## config.mk

```make
export PLATFORM = sky130hd
export DESIGN_NAME = alal_top
export DESIGN_NICKNAME = d
export VERILOG_FILES = /design/src/alal_pkg.sv /design/src/alal_delay_if.sv /design/src/alal_delay.sv /design/src/alal_top.sv
export SDC_FILE = /design/constraint.sdc
export NUM_CORES = 1
export LEC_CHECK = 0
export ABC_CLOCK_PERIOD_IN_PS = 4600
export BUFFER_PORTS_ARGS = -buffer_cell sky130_fd_sc_hd__buf_2
export CORE_MARGIN = 5
export CORE_UTILIZATION = 50
export CTS_BUF_LIST = sky130_fd_sc_hd__clkbuf_2 sky130_fd_sc_hd__clkbuf_4 sky130_fd_sc_hd__clkbuf_8
export DETAILED_ROUTE_END_ITERATION = 6
export GPL_ROUTABILITY_DRIVEN = 0
export PLACE_DENSITY = 0.7
export SYNTH_ARGS = -nofsm -noshare
export SYNTH_HDL_FRONTEND = slang
export SYNTH_SLANG_ARGS = --single-unit
```

## constraint.sdc

```tcl
create_clock -name mclk_i -period 4.6 [get_ports mclk_i]
set_clock_uncertainty 0.2 [all_clocks]
set_input_delay 0.46 -clock mclk_i [delete_from_list [all_inputs] [get_ports mclk_i]]
set_output_delay 0.46 -clock mclk_i [all_outputs]
set_load 0.02 [all_outputs]
```

## src/alal_pkg.sv

```systemverilog
package alal_pkg;

    localparam int unsigned CLK_PERIOD_NS = 5;
    localparam int unsigned TENTH_NS      = 100_000_000;
    // one tenth of a second, rounded up to whole clock cycles
    localparam int unsigned TENTH_CYCLES  = (TENTH_NS + CLK_PERIOD_NS - 1) / CLK_PERIOD_NS;

    localparam int unsigned ADDR_W  = 8;
    localparam int unsigned DATA_W  = 32;
    localparam int unsigned DELAY_W = 17;
    localparam int unsigned INT_W   = 3;

    localparam logic [7:0] CTRL_OFS       = 8'h00;
    localparam logic [7:0] DELAY_OFS      = 8'h04;
    localparam logic [7:0] THRESHOLD_OFS  = 8'h08;
    localparam logic [7:0] HYSTERESIS_OFS = 8'h0c;
    localparam logic [7:0] ACK_OFS        = 8'h10;
    localparam logic [7:0] STATUS_OFS     = 8'h14;
    localparam logic [7:0] INT_STATUS_OFS = 8'h18;
    localparam logic [7:0] INT_CLEAR_OFS  = 8'h1c;
    localparam logic [7:0] INT_ENABLE_OFS = 8'h20;

    localparam int unsigned CTRL_LATCH_LSB    = 0;
    localparam int unsigned CTRL_BLOCK_BIT    = 2;
    localparam int unsigned CTRL_SUPPRESS_BIT = 3;
    localparam int unsigned CTRL_STANDBY_BIT  = 4;
    localparam int unsigned ACK_BIT           = 0;
    localparam int unsigned STAT_CODE_LSB     = 0;
    localparam int unsigned STAT_OUT_BIT      = 2;
    localparam int unsigned STAT_TRIP_BIT     = 3;
    localparam int unsigned STAT_BLOCKED_BIT  = 4;
    localparam int unsigned INT_RAISE_BIT     = 0;
    localparam int unsigned INT_DROP_BIT      = 1;
    localparam int unsigned INT_ACK_BIT       = 2;

    localparam logic [DELAY_W-1:0] DELAY_RST      = 17'h0_0000;
    localparam logic [31:0]        THRESHOLD_RST  = 32'h0000_000a;
    localparam logic [31:0]        HYSTERESIS_RST = 32'h0000_0000;
    localparam logic [INT_W-1:0]   INT_ENABLE_RST = 3'h0;

    typedef enum logic [1:0] {
        latch_none       = 2'b00,
        latch_auto       = 2'b01,
        latch_manual     = 2'b10,
        latch_event_only = 2'b11
    } alal_latch_t;

    typedef enum logic [1:0] {
        st_off                = 2'b00,
        st_active_acked       = 2'b01,
        cleared_unacked_state = 2'b10,
        st_active_unacked     = 2'b11
    } alal_status_t;

    function automatic logic is_latching(input alal_latch_t lt);
        is_latching = (lt == latch_auto) || (lt == latch_manual);
    endfunction

endpackage

```

## src/alal_delay_if.sv

```systemverilog
interface alal_delay_if;
    import alal_pkg::*;
    logic               tick;
    logic               trig;
    logic [DELAY_W-1:0] delay;
    logic               qual;

    modport ctrl (output tick, output trig, output delay, input qual);
    modport timer (input tick, input trig, input delay, output qual);
endinterface

```

## src/alal_delay.sv

```systemverilog
module alal_delay
    import alal_pkg::*;
(
    input  wire logic mclk_i,
    input  wire logic sys_rst_i,
    alal_delay_if.timer dly
);

    logic [DELAY_W-1:0] count_q;

    always_ff @(posedge mclk_i) begin
        if (sys_rst_i || !dly.trig) begin
            count_q <= '0;                                      // [RULE7]
        end else if (dly.tick && (count_q < dly.delay)) begin
            count_q <= count_q + 17'h0_0001;                    // [RULE16]
        end
    end

    // zero delay passes the trigger straight through
    assign dly.qual = dly.trig && ((dly.delay == DELAY_RST) || (count_q >= dly.delay)); // [RULE7] [RULE8]

endmodule

```

## src/alal_top.sv

```systemverilog
// Functional notes
// [RULE1] none: alarm drops when condition clears
// [RULE2] auto: hold until cleared and acked
// [RULE3] manual: ack ignored while condition present
// [RULE4] event: like none, no annunciation
// [RULE5] blocking suppresses alarm until first healthy
// [RULE6] unacked latch reasserts; threshold change reblocks
// [RULE7] alarm only after continuous trigger delay
// [RULE8] zero delay disables the timer
// [RULE9] output high whenever status not off
// [RULE10] ack written one, self clears to zero
// [RULE11] suppress forces status off
// [RULE12] after suppress, re-evaluate from trigger
// [RULE13] standby suppress acts like direct suppress
// [RULE14] status codes 0..3, off while suppressed
// [RULE15] high trip with hysteresis release point
// [RULE16] tenth-second tick, reset clears to off
module alal_top
    import alal_pkg::*;
#(
    parameter int unsigned TENTH_CYCLES_P = TENTH_CYCLES
) (
    input  wire logic                mclk_i,
    input  wire logic                sys_rst_i,
    input  wire logic [ADDR_W-1:0]   addr_i,
    input  wire logic [DATA_W-1:0]   wdata_i,
    input  wire logic                wr_i,
    input  wire logic                rd_i,
    output logic      [DATA_W-1:0]   rdata_o,
    input  wire logic signed [31:0]  pv_i,
    input  wire logic                standby_i,
    output logic      [1:0]          status_o,
    output logic                     alarm_out_o,
    output logic                     annunciate_o,
    output logic                     irq_o
);

    alal_delay_if dly ();

    alal_latch_t          latch_q;
    logic                 block_en_q;
    logic                 suppress_q;
    logic                 standby_suppress_q;
    logic [DELAY_W-1:0]   delay_q;
    logic signed [31:0]   trip_threshold_q;
    logic signed [31:0]   switch_hysteresis_q;
    logic                 ack_q;
    logic                 threshold_wr;
    logic [24:0]          div_q;
    logic                 tick;
    logic                 trip_q;
    logic                 blocked_q;
    alal_status_t         state_q;
    alal_status_t         state_d;
    logic                 suppressed;
    logic                 latched_unacked;
    logic                 block_gate;
    logic                 trig_eff;
    logic                 ack_ok;
    logic [INT_W-1:0]     int_status_q;
    logic [INT_W-1:0]     int_enable_q;
    logic [INT_W-1:0]     int_events;
    logic [INT_W-1:0]     int_clear;
    logic                 alarm_out_q;
    logic                 annunciate_q;
    logic [DATA_W-1:0]    rdata_q;
    logic signed [32:0]   release_level;

    function automatic logic hit(input logic [ADDR_W-1:0] a, input logic [7:0] ofs);
        hit = (a == ofs);
    endfunction

    assign threshold_wr = wr_i && hit(addr_i, THRESHOLD_OFS);

    always_ff @(posedge mclk_i) begin
        if (sys_rst_i) begin
            latch_q            <= latch_none;                   // [RULE1]
            block_en_q         <= 1'b0;                         // [RULE5]
            suppress_q         <= 1'b0;                         // [RULE11]
            standby_suppress_q <= 1'b0;
        end else if (wr_i && hit(addr_i, CTRL_OFS)) begin
            latch_q            <= alal_latch_t'(wdata_i[CTRL_LATCH_LSB +: 2]);
            block_en_q         <= wdata_i[CTRL_BLOCK_BIT];
            suppress_q         <= wdata_i[CTRL_SUPPRESS_BIT];
            standby_suppress_q <= wdata_i[CTRL_STANDBY_BIT];
        end
    end

    always_ff @(posedge mclk_i) begin
        if (sys_rst_i) begin
            delay_q <= DELAY_RST;                               // [RULE8]
        end else if (wr_i && hit(addr_i, DELAY_OFS)) begin
            delay_q <= wdata_i[DELAY_W-1:0];
        end
    end

    always_ff @(posedge mclk_i) begin
        if (sys_rst_i) begin
            trip_threshold_q    <= THRESHOLD_RST;
            switch_hysteresis_q <= HYSTERESIS_RST;
        end else begin
            if (threshold_wr) begin
                trip_threshold_q <= wdata_i;
            end
            if (wr_i && hit(addr_i, HYSTERESIS_OFS)) begin
                switch_hysteresis_q <= wdata_i;
            end
        end
    end

    // the ack bit lives for exactly one cycle, so a read never sees it stuck at one
    always_ff @(posedge mclk_i) begin
        if (sys_rst_i) begin
            ack_q <= 1'b0;
        end else begin
            ack_q <= wr_i && hit(addr_i, ACK_OFS) && wdata_i[ACK_BIT]; // [RULE10]
        end
    end

    always_ff @(posedge mclk_i) begin
        if (sys_rst_i || tick) begin
            div_q <= '0;
        end else begin
            div_q <= div_q + 25'h000_0001;
        end
    end

    assign tick = (div_q == 25'(TENTH_CYCLES_P - 1));          // [RULE16]

    // widened so threshold minus hysteresis cannot wrap
    assign release_level = 33'(trip_threshold_q) - 33'(switch_hysteresis_q);

    always_ff @(posedge mclk_i) begin
        if (sys_rst_i) begin
            trip_q <= 1'b0;
        end else if (pv_i > trip_threshold_q) begin
            trip_q <= 1'b1;                                     // [RULE15]
        end else if (33'(pv_i) < release_level) begin
            trip_q <= 1'b0;                                     // [RULE15]
        end
    end

    assign dly.tick  = tick;
    assign dly.trig  = trip_q;
    assign dly.delay = delay_q;

    alal_delay u_delay (
        .mclk_i    (mclk_i),
        .sys_rst_i (sys_rst_i),
        .dly       (dly)
    );

    assign suppressed = suppress_q || (standby_i && standby_suppress_q); // [RULE11] [RULE13]

    assign latched_unacked = is_latching(latch_q) &&
                             ((state_q == st_active_unacked) ||
                              (state_q == cleared_unacked_state));

    // a pending unacknowledged latch is shown even while blocked
    assign block_gate = block_en_q && blocked_q && !latched_unacked; // [RULE5] [RULE6]
    assign trig_eff   = dly.qual && !block_gate;

    // manual latching only honours ack once the condition is gone
    assign ack_ok = ack_q && ((latch_q != latch_manual) || !trig_eff); // [RULE2] [RULE3]

    // blocking restarts on reset and on a threshold change; released once healthy
    always_ff @(posedge mclk_i) begin
        if (sys_rst_i) begin
            blocked_q <= 1'b1;                                  // [RULE5]
        end else if (threshold_wr) begin
            blocked_q <= 1'b1;                                  // [RULE6]
        end else if (!trip_q) begin
            blocked_q <= 1'b0;                                  // [RULE5]
        end
    end

    always_comb begin
        state_d = state_q;
        case (state_q)
            st_off: begin
                if (trig_eff) begin
                    state_d = st_active_unacked;                // [RULE7] [RULE12]
                end
            end
            st_active_unacked: begin
                if (!trig_eff) begin
                    if (is_latching(latch_q) && !ack_ok) begin
                        state_d = cleared_unacked_state;        // [RULE2] [RULE3]
                    end else begin
                        state_d = st_off;                       // [RULE1] [RULE4]
                    end
                end else if (ack_ok) begin
                    state_d = st_active_acked;                  // [RULE2]
                end
            end
            st_active_acked: begin
                if (!trig_eff) begin
                    state_d = st_off;
                end
            end
            cleared_unacked_state: begin
                if (trig_eff) begin
                    state_d = st_active_unacked;
                end else if (ack_ok) begin
                    state_d = st_off;                           // [RULE2] [RULE3]
                end
            end
            default: begin
                state_d = st_off;
            end
        endcase
        if (block_en_q && threshold_wr) begin
            state_d = st_off;                                   // [RULE6]
        end
        if (suppressed) begin
            state_d = st_off;                                   // [RULE11] [RULE12] [RULE14]
        end
    end

    always_ff @(posedge mclk_i) begin
        if (sys_rst_i) begin
            state_q <= st_off;                                  // [RULE16]
        end else begin
            state_q <= state_d;
        end
    end

    always_ff @(posedge mclk_i) begin
        if (sys_rst_i) begin
            alarm_out_q  <= 1'b0;
            annunciate_q <= 1'b0;
        end else begin
            alarm_out_q  <= (state_d != st_off);                // [RULE9]
            annunciate_q <= (state_d != st_off) && (latch_q != latch_event_only); // [RULE4]
        end
    end

    always_comb begin
        int_events = '0;
        int_events[INT_RAISE_BIT] = (state_q != st_active_unacked) &&
                                    (state_d == st_active_unacked);
        int_events[INT_DROP_BIT]  = (state_q != st_off) && (state_d == st_off);
        int_events[INT_ACK_BIT]   = ack_ok && ((state_q == st_active_unacked) ||
                                               (state_q == cleared_unacked_state));
    end

    assign int_clear = (wr_i && hit(addr_i, INT_CLEAR_OFS)) ? wdata_i[INT_W-1:0] : '0;

    // a new event in the clearing cycle survives the clear
    always_ff @(posedge mclk_i) begin
        if (sys_rst_i) begin
            int_status_q <= '0;
        end else begin
            int_status_q <= (int_status_q & ~int_clear) | int_events;
        end
    end

    always_ff @(posedge mclk_i) begin
        if (sys_rst_i) begin
            int_enable_q <= INT_ENABLE_RST;
        end else if (wr_i && hit(addr_i, INT_ENABLE_OFS)) begin
            int_enable_q <= wdata_i[INT_W-1:0];
        end
    end

    always_ff @(posedge mclk_i) begin
        if (sys_rst_i) begin
            rdata_q <= '0;
        end else if (rd_i) begin
            rdata_q <= '0;
            case (addr_i)
                CTRL_OFS: begin
                    rdata_q[CTRL_LATCH_LSB +: 2]  <= latch_q;
                    rdata_q[CTRL_BLOCK_BIT]       <= block_en_q;
                    rdata_q[CTRL_SUPPRESS_BIT]    <= suppress_q;
                    rdata_q[CTRL_STANDBY_BIT]     <= standby_suppress_q;
                end
                DELAY_OFS: begin
                    rdata_q[DELAY_W-1:0] <= delay_q;
                end
                THRESHOLD_OFS: begin
                    rdata_q <= trip_threshold_q;
                end
                HYSTERESIS_OFS: begin
                    rdata_q <= switch_hysteresis_q;
                end
                ACK_OFS: begin
                    rdata_q[ACK_BIT] <= ack_q;                  // [RULE10]
                end
                STATUS_OFS: begin
                    rdata_q[STAT_CODE_LSB +: 2] <= state_q;     // [RULE14]
                    rdata_q[STAT_OUT_BIT]       <= alarm_out_q;
                    rdata_q[STAT_TRIP_BIT]      <= trip_q;
                    rdata_q[STAT_BLOCKED_BIT]   <= blocked_q;
                end
                INT_STATUS_OFS: begin
                    rdata_q[INT_W-1:0] <= int_status_q;
                end
                INT_ENABLE_OFS: begin
                    rdata_q[INT_W-1:0] <= int_enable_q;
                end
                default: begin
                    rdata_q <= '0;
                end
            endcase
        end
    end

    assign rdata_o      = rdata_q;
    assign status_o     = state_q;
    assign alarm_out_o  = alarm_out_q;
    assign annunciate_o = annunciate_q;
    assign irq_o        = |(int_status_q & int_enable_q);

endmodule

```

; Word-level counts from Yosys, hierarchy flattened
; Cells that the tools add are included.
[totals]
register_bits = 173
[op_classes]
reduce_logical = 43
order_cmp = 4
n_bitwise = 4
n_eq_ne = 18
muxes = 18
add_sub_neg = 3
[ops]
columns = operator, n
row1 = $pmux 12 s3, 1
row2 = $lt 32x33->1, 1
row3 = $sub 32x32->33, 1
row4 = $eq 8x5->1 const B, 4
row5 = $gt 32x32->1, 1
row6 = $pmux 15 s2, 1
row7 = $add 25x1->25 const B, 1
row8 = $eq 25x25->1 const B, 1
row9 = $logic_and 1x1->1, 22
row10 = $mux 2, 9
row11 = $add 17x1->17 const B, 1
row12 = $ge 17x17->1, 1
row13 = $logic_not 17->1, 1
row14 = $lt 17x17->1, 1
row15 = $eq 8x4->1 const B, 2
row16 = $pmux 2 s7, 1
row17 = $pmux 2 s5, 1
row18 = $eq 2x2->1 const B, 4
row19 = $eq 8x3->1 const B, 1
row20 = $eq 8x6->1 const B, 1
row21 = $logic_not 8->1, 1
row22 = $pmux 1 s8, 1
row23 = $pmux 2 s4, 1
row24 = $logic_or 1x1->1, 7
row25 = 12 further kinds, 24

; Logic depth before layout (Yosys ltp)
[logic_depth]
depth_word = 20
ltp_mapped = 21
mapped_depth_nobuf = 21

; Hierarchy
; A second synthesis with hierarchy kept.
[unflattened]
cells_unflattened = 1347
hier_area_um2 = 10639.0
[modules_own_cells]
columns = mod, area_each_um2, cells_per_inst, instances
row1 = alal_top, 9303.9, 1186, 1
row2 = alal_delay, 1335.0, 161, 1

; Least setup slack after synthesis
; No wires, ideal clock.
[synth_path]
kind = flip-flop to flip-flop
from = register trip_threshold_q[0]
to = register trip_q, in the netlist dly.trig
t_required_ns = 4.321
arrival_ns = 3.675
path_buffers = 0
path_stages_with_launch = 19
path_slack_ns = 0.646
period_less_slack_ns = 3.954
cell_sequence = dfxtp_1 inv_1 ha_1 inv_1 fa_1 a21o_1 a221oi_2 o211ai_2 a21o_1 a211oi_4 nand3b_1 a31oi_2 o221ai_1 ha_1 nand4_1 or4_1 a21oi_1 o21ai_0 o211ai_1
[synth_via]
elab_chain_cells = 3
[synth_lines]
columns = element, line
row1 = from (decl), alal_top.sv:45  ; logic signed [31:0] trip_threshold_q;
row2 = from (signal assigned), alal_top.sv:103  ; trip_threshold_q <= wdata_i;
row3 = $sub 32x32->33, alal_top.sv:131  ; assign release_level = 33'(trip_threshold_q) - 33'(switch_hysteresis_q);
row4 = $lt 32x33->1, alal_top.sv:138  ; end else if (33'(pv_i) < release_level) begin
row5 = $reduce_bool 2->1 (no source line), --
row6 = to (signal assigned), alal_top.sv:135  ; trip_q <= 1'b0;
row7 = to (signal assigned), alal_top.sv:137  ; trip_q <= 1'b1;
row8 = to (signal assigned), alal_top.sv:139  ; trip_q <= 1'b0;
row9 = to (decl), alal_top.sv:51  ; logic trip_q;
; Parallel ways exist; a longest one is shown, timed or not.
; A chain may end at the register's enable or synchronous reset.

; Worst setup path in the final report
; Same ends and word-level chain as after synthesis.

==> results.json <==
{
  "final_max_slew_viol_count": 0,
  "fin_ws_ns": 0.3000,
  "worstSetupEndpointType": "flop",
  "critical_path.startpoint_type": "flop",
  "synthTopCellsByArea": "dfxtp_1, ha_1, nand2_1, a21oi_1, inv_1",
  "syn_to_final_growth_pct": 12.22,
  "fmax_mhz": 232.6,
  "antenna_found_initial": 1,
  "place.detailed.hpwl_mm": 21.81,
  "synth_top_area_share_pct": 32.78,
  "mostFrequentLayoutCells": "nand2_1, dfxtp_1, a21oi_1",
  "drc": 1,
  "root_buffer": "clkbuf_8",
  "grt_pass1_wl_mm": 46.91,
  "avgSynthCellArea_um2": 7.804,
  "die-area_um2": 24140,
  "worst_pin_slew_ns": 1.118,
  "syn_nets": 1549,
  "cts.reportedPaths.clkPinSlew_ns": 0.11,
  "firstDrtPassIters": 7,
  "h-tree-depth": 4,
  "pre_cts_ws_ns": 0.2180,
  "clkSinkCount": 173,
  "synth_seq_cells": 173,
  "start_util_pct": 50.58,
  "cts_tree": "done",
  "p_comb_share_pct": 10.1,
  "reg2regPathDepth": 18,
  "yosysSeqAreaShare_pct": 32.78,
  "crit_type": "reg2reg",
  "p_per_area_nw_per_um2": 247.3,
  "synth_warnings": 0,
  "cp_data_required_time_ns": 4.81,
  "synth_area_leader_cell": "dfxtp_1",
  "final_common_cell": "nand2_1",
  "fin_tns_setup_ns": 0,
  "drive_gt1_share_pct": 12.04,
  "maxCapViolCount": 0,
  "drt_iter0_markers": 646,
  "seq_power_share_pct": 52.3,
  "die_w_um": 155.4,
  "rows": 53,
  "post_drt_via_cell_ratio": 5.667,
  "drt-total-wl_mm": 29.03,
  "ys_async_sr_fraction_pct": 0,
  "ys_types": 70,
  "hold_path_class": "in2reg",
  "p_leak_nw": 4.600,
  "fillers": 2008,
  "core_um2": 20890,
  "final-setup-viol-count": 0,
  "cts.path.max_buffers": 2,
  "ir_drop_v": 0.0001795,
  "slew_headroom_pct": 24.77,
  "wl_per_cell_um": 16.72,
  "io_buffers": 113,
  "grt_max_degree": 85,
  "synth_area_um2": 10570,
  "nets": 1644,
  "antenna_cells": 0,
  "period_minus_slack_ns": 4.300,
  "hold_violations": 0,
  "grt_overflow_total": 0,
  "rsz0062_at_grt": "no",
  "synth_edf_count": 0,
  "p_total_w": 0.002932,
  "clkLatencyLatePin_ns": 0.49,
  "switchingPower_w": 0.0008820,
  "status": "finished with violations",
  "final_antenna_net_count": 0,
  "synthCells": 1354,
  "p_clk_share_pct": 37.5,
  "synthFlopType": "dfxtp_1",
  "whs_ns": 0.02398,
  "hold_path_depth": 3,
  "violations": "design-rule violations",
  "grt_usage_pct": 23.76,
  "rrSetupSlack_ns": 0.30,
  "top_level_ports": 114,
  "period_share_pct": 93.48,
  "grt_pass1_vias": 9352,
  "numCtsBuffers": 17,
  "cp.arrival_ns": 4.51,
  "path_max_fanout": 4,
  "intPower_w": 0.002050,
  "die_h_um": 155.4,
  "p_sw_share_pct": 30.08,
  "num_vias": 9843
}
## registers in the layout (all words and copies together), names as in the netlist, 2 cells and up
| register | count |
|---|---|
| int_enable_q | 3 |
| rdata_o | 32 |
| int_status_q | 3 |
| div_q | 25 |
| latch_q | 2 |
| trip_threshold_q | 32 |
| u_delay.count_q | 17 |
| switch_hysteresis_q | 32 |
| status_o | 2 |
| delay_q | 17 |
## layer usage
layer  part of all wire [%]  global-route usage, %  up-vias
met5                  0.045                      0        -
met4                    2.4                  8.045        2
met3                    5.6                  3.783       48
met2                     48                  40.41      289
met1                     44                  30.71     4578
li1                       -                      -     4926
## final cells by class
type | instances | area (um^2) | share of cell area (%)
clock buffer | 17 | 234.0 | 1.973
clock inverter | 15 | 170.2 | 1.435
inverter | 102 | 382.9 | 3.229
multi-input combinational | 1022 | 6524 | 55.02
sequential | 173 | 3465 | 29.22
tap | 275 | 344.1 | 2.902
timing repair buffer | 133 | 738.2 | 6.226
## timing repair
action                                  in CTS  in global routing
endpoints found under the hold margin       12                  0
endpoints found under the setup margin       0                  1
buffers inserted                             0                  3
resized for setup                            0                  5
hold buffers                                 8                  0
## per-stage QoR
stage | instances | area, um^2 | utilization [%]
finish | 1737 | 11860 | 56.77
global route | 1737 | 11860 | 56.77
CTS | 1734 | 11810 | 56.54
detailed placement | 1694 | 11330 | 54.23
global placement | 1694 | 11330 | 54.23
floorplan | 1354 | 10570 | -
## power groups by stage
stage,logic (W),registers [W],clock network [W]
2_1_floorplan,0.000160,0.00158,0
3_3_place_gp,0.000284,0.00157,0
3_5_place_dp,0.000288,0.00157,0
4_1_cts,0.000295,0.00153,0.00113
5_1_grt,0.000329,0.00154,0.00119
6_report,0.000297,0.00153,0.00110
## critical path: stages, from the launching register on
cell      delay, ns
dfxtp_2        0.35
inv_1          0.06
ha_2           0.18
inv_1          0.05
fa_2           0.34
a21o_1         0.23
a221oi_4       0.32
o211ai_2       0.17
a21o_1         0.24
a211oi_4       0.30
nand3b_1       0.14
a31oi_2        0.24
o221ai_2       0.14
ha_1           0.31
nand4_1        0.12
or4_1          0.51
a21oi_1        0.13
o21ai_0        0.10
o211ai_1       0.09
## worst paths after layout
| check | start | end |
|---|---|---|
| max | trip_threshold_q[0]$_SDFFE_PP0P_ | dly.trig$_SDFFE_PP0P_ |
| min | wdata_i[22] | switch_hysteresis_q[22]$_SDFFE_PP0P_ |
| max reg2reg | trip_threshold_q[0]$_SDFFE_PP0P_ | dly.trig$_SDFFE_PP0P_ |
| min reg2reg | switch_hysteresis_q[30]$_SDFFE_PP0P_ | switch_hysteresis_q[30]$_SDFFE_PP0P_ |
## cells in the mapped netlist, drive strengths merged, types with 17 or more instances
| cell type | n |
|---|---|
| nor3 | 29 |
| nand3 | 31 |
| ha | 117 |
| a21o | 31 |
| xor2 | 38 |
| o21ai | 35 |
| nand2 | 239 |
| inv | 102 |
| a221oi | 24 |
| clkbuf | 49 |
| xnor2 | 24 |
| nor2 | 102 |
| dfxtp | 173 |
| and3 | 17 |
| nand4 | 28 |
| a21oi | 162 |
## cell families after synthesis
kind of cell    synth area share [%]
flops                          32.78
compound gates                 20.90
buf+inv                        5.743
fa+ha+maj                      14.04
mux                          0.09473
simple gates                   21.30
xor+xnor                       5.139
(Power assumes the default switching activity.)
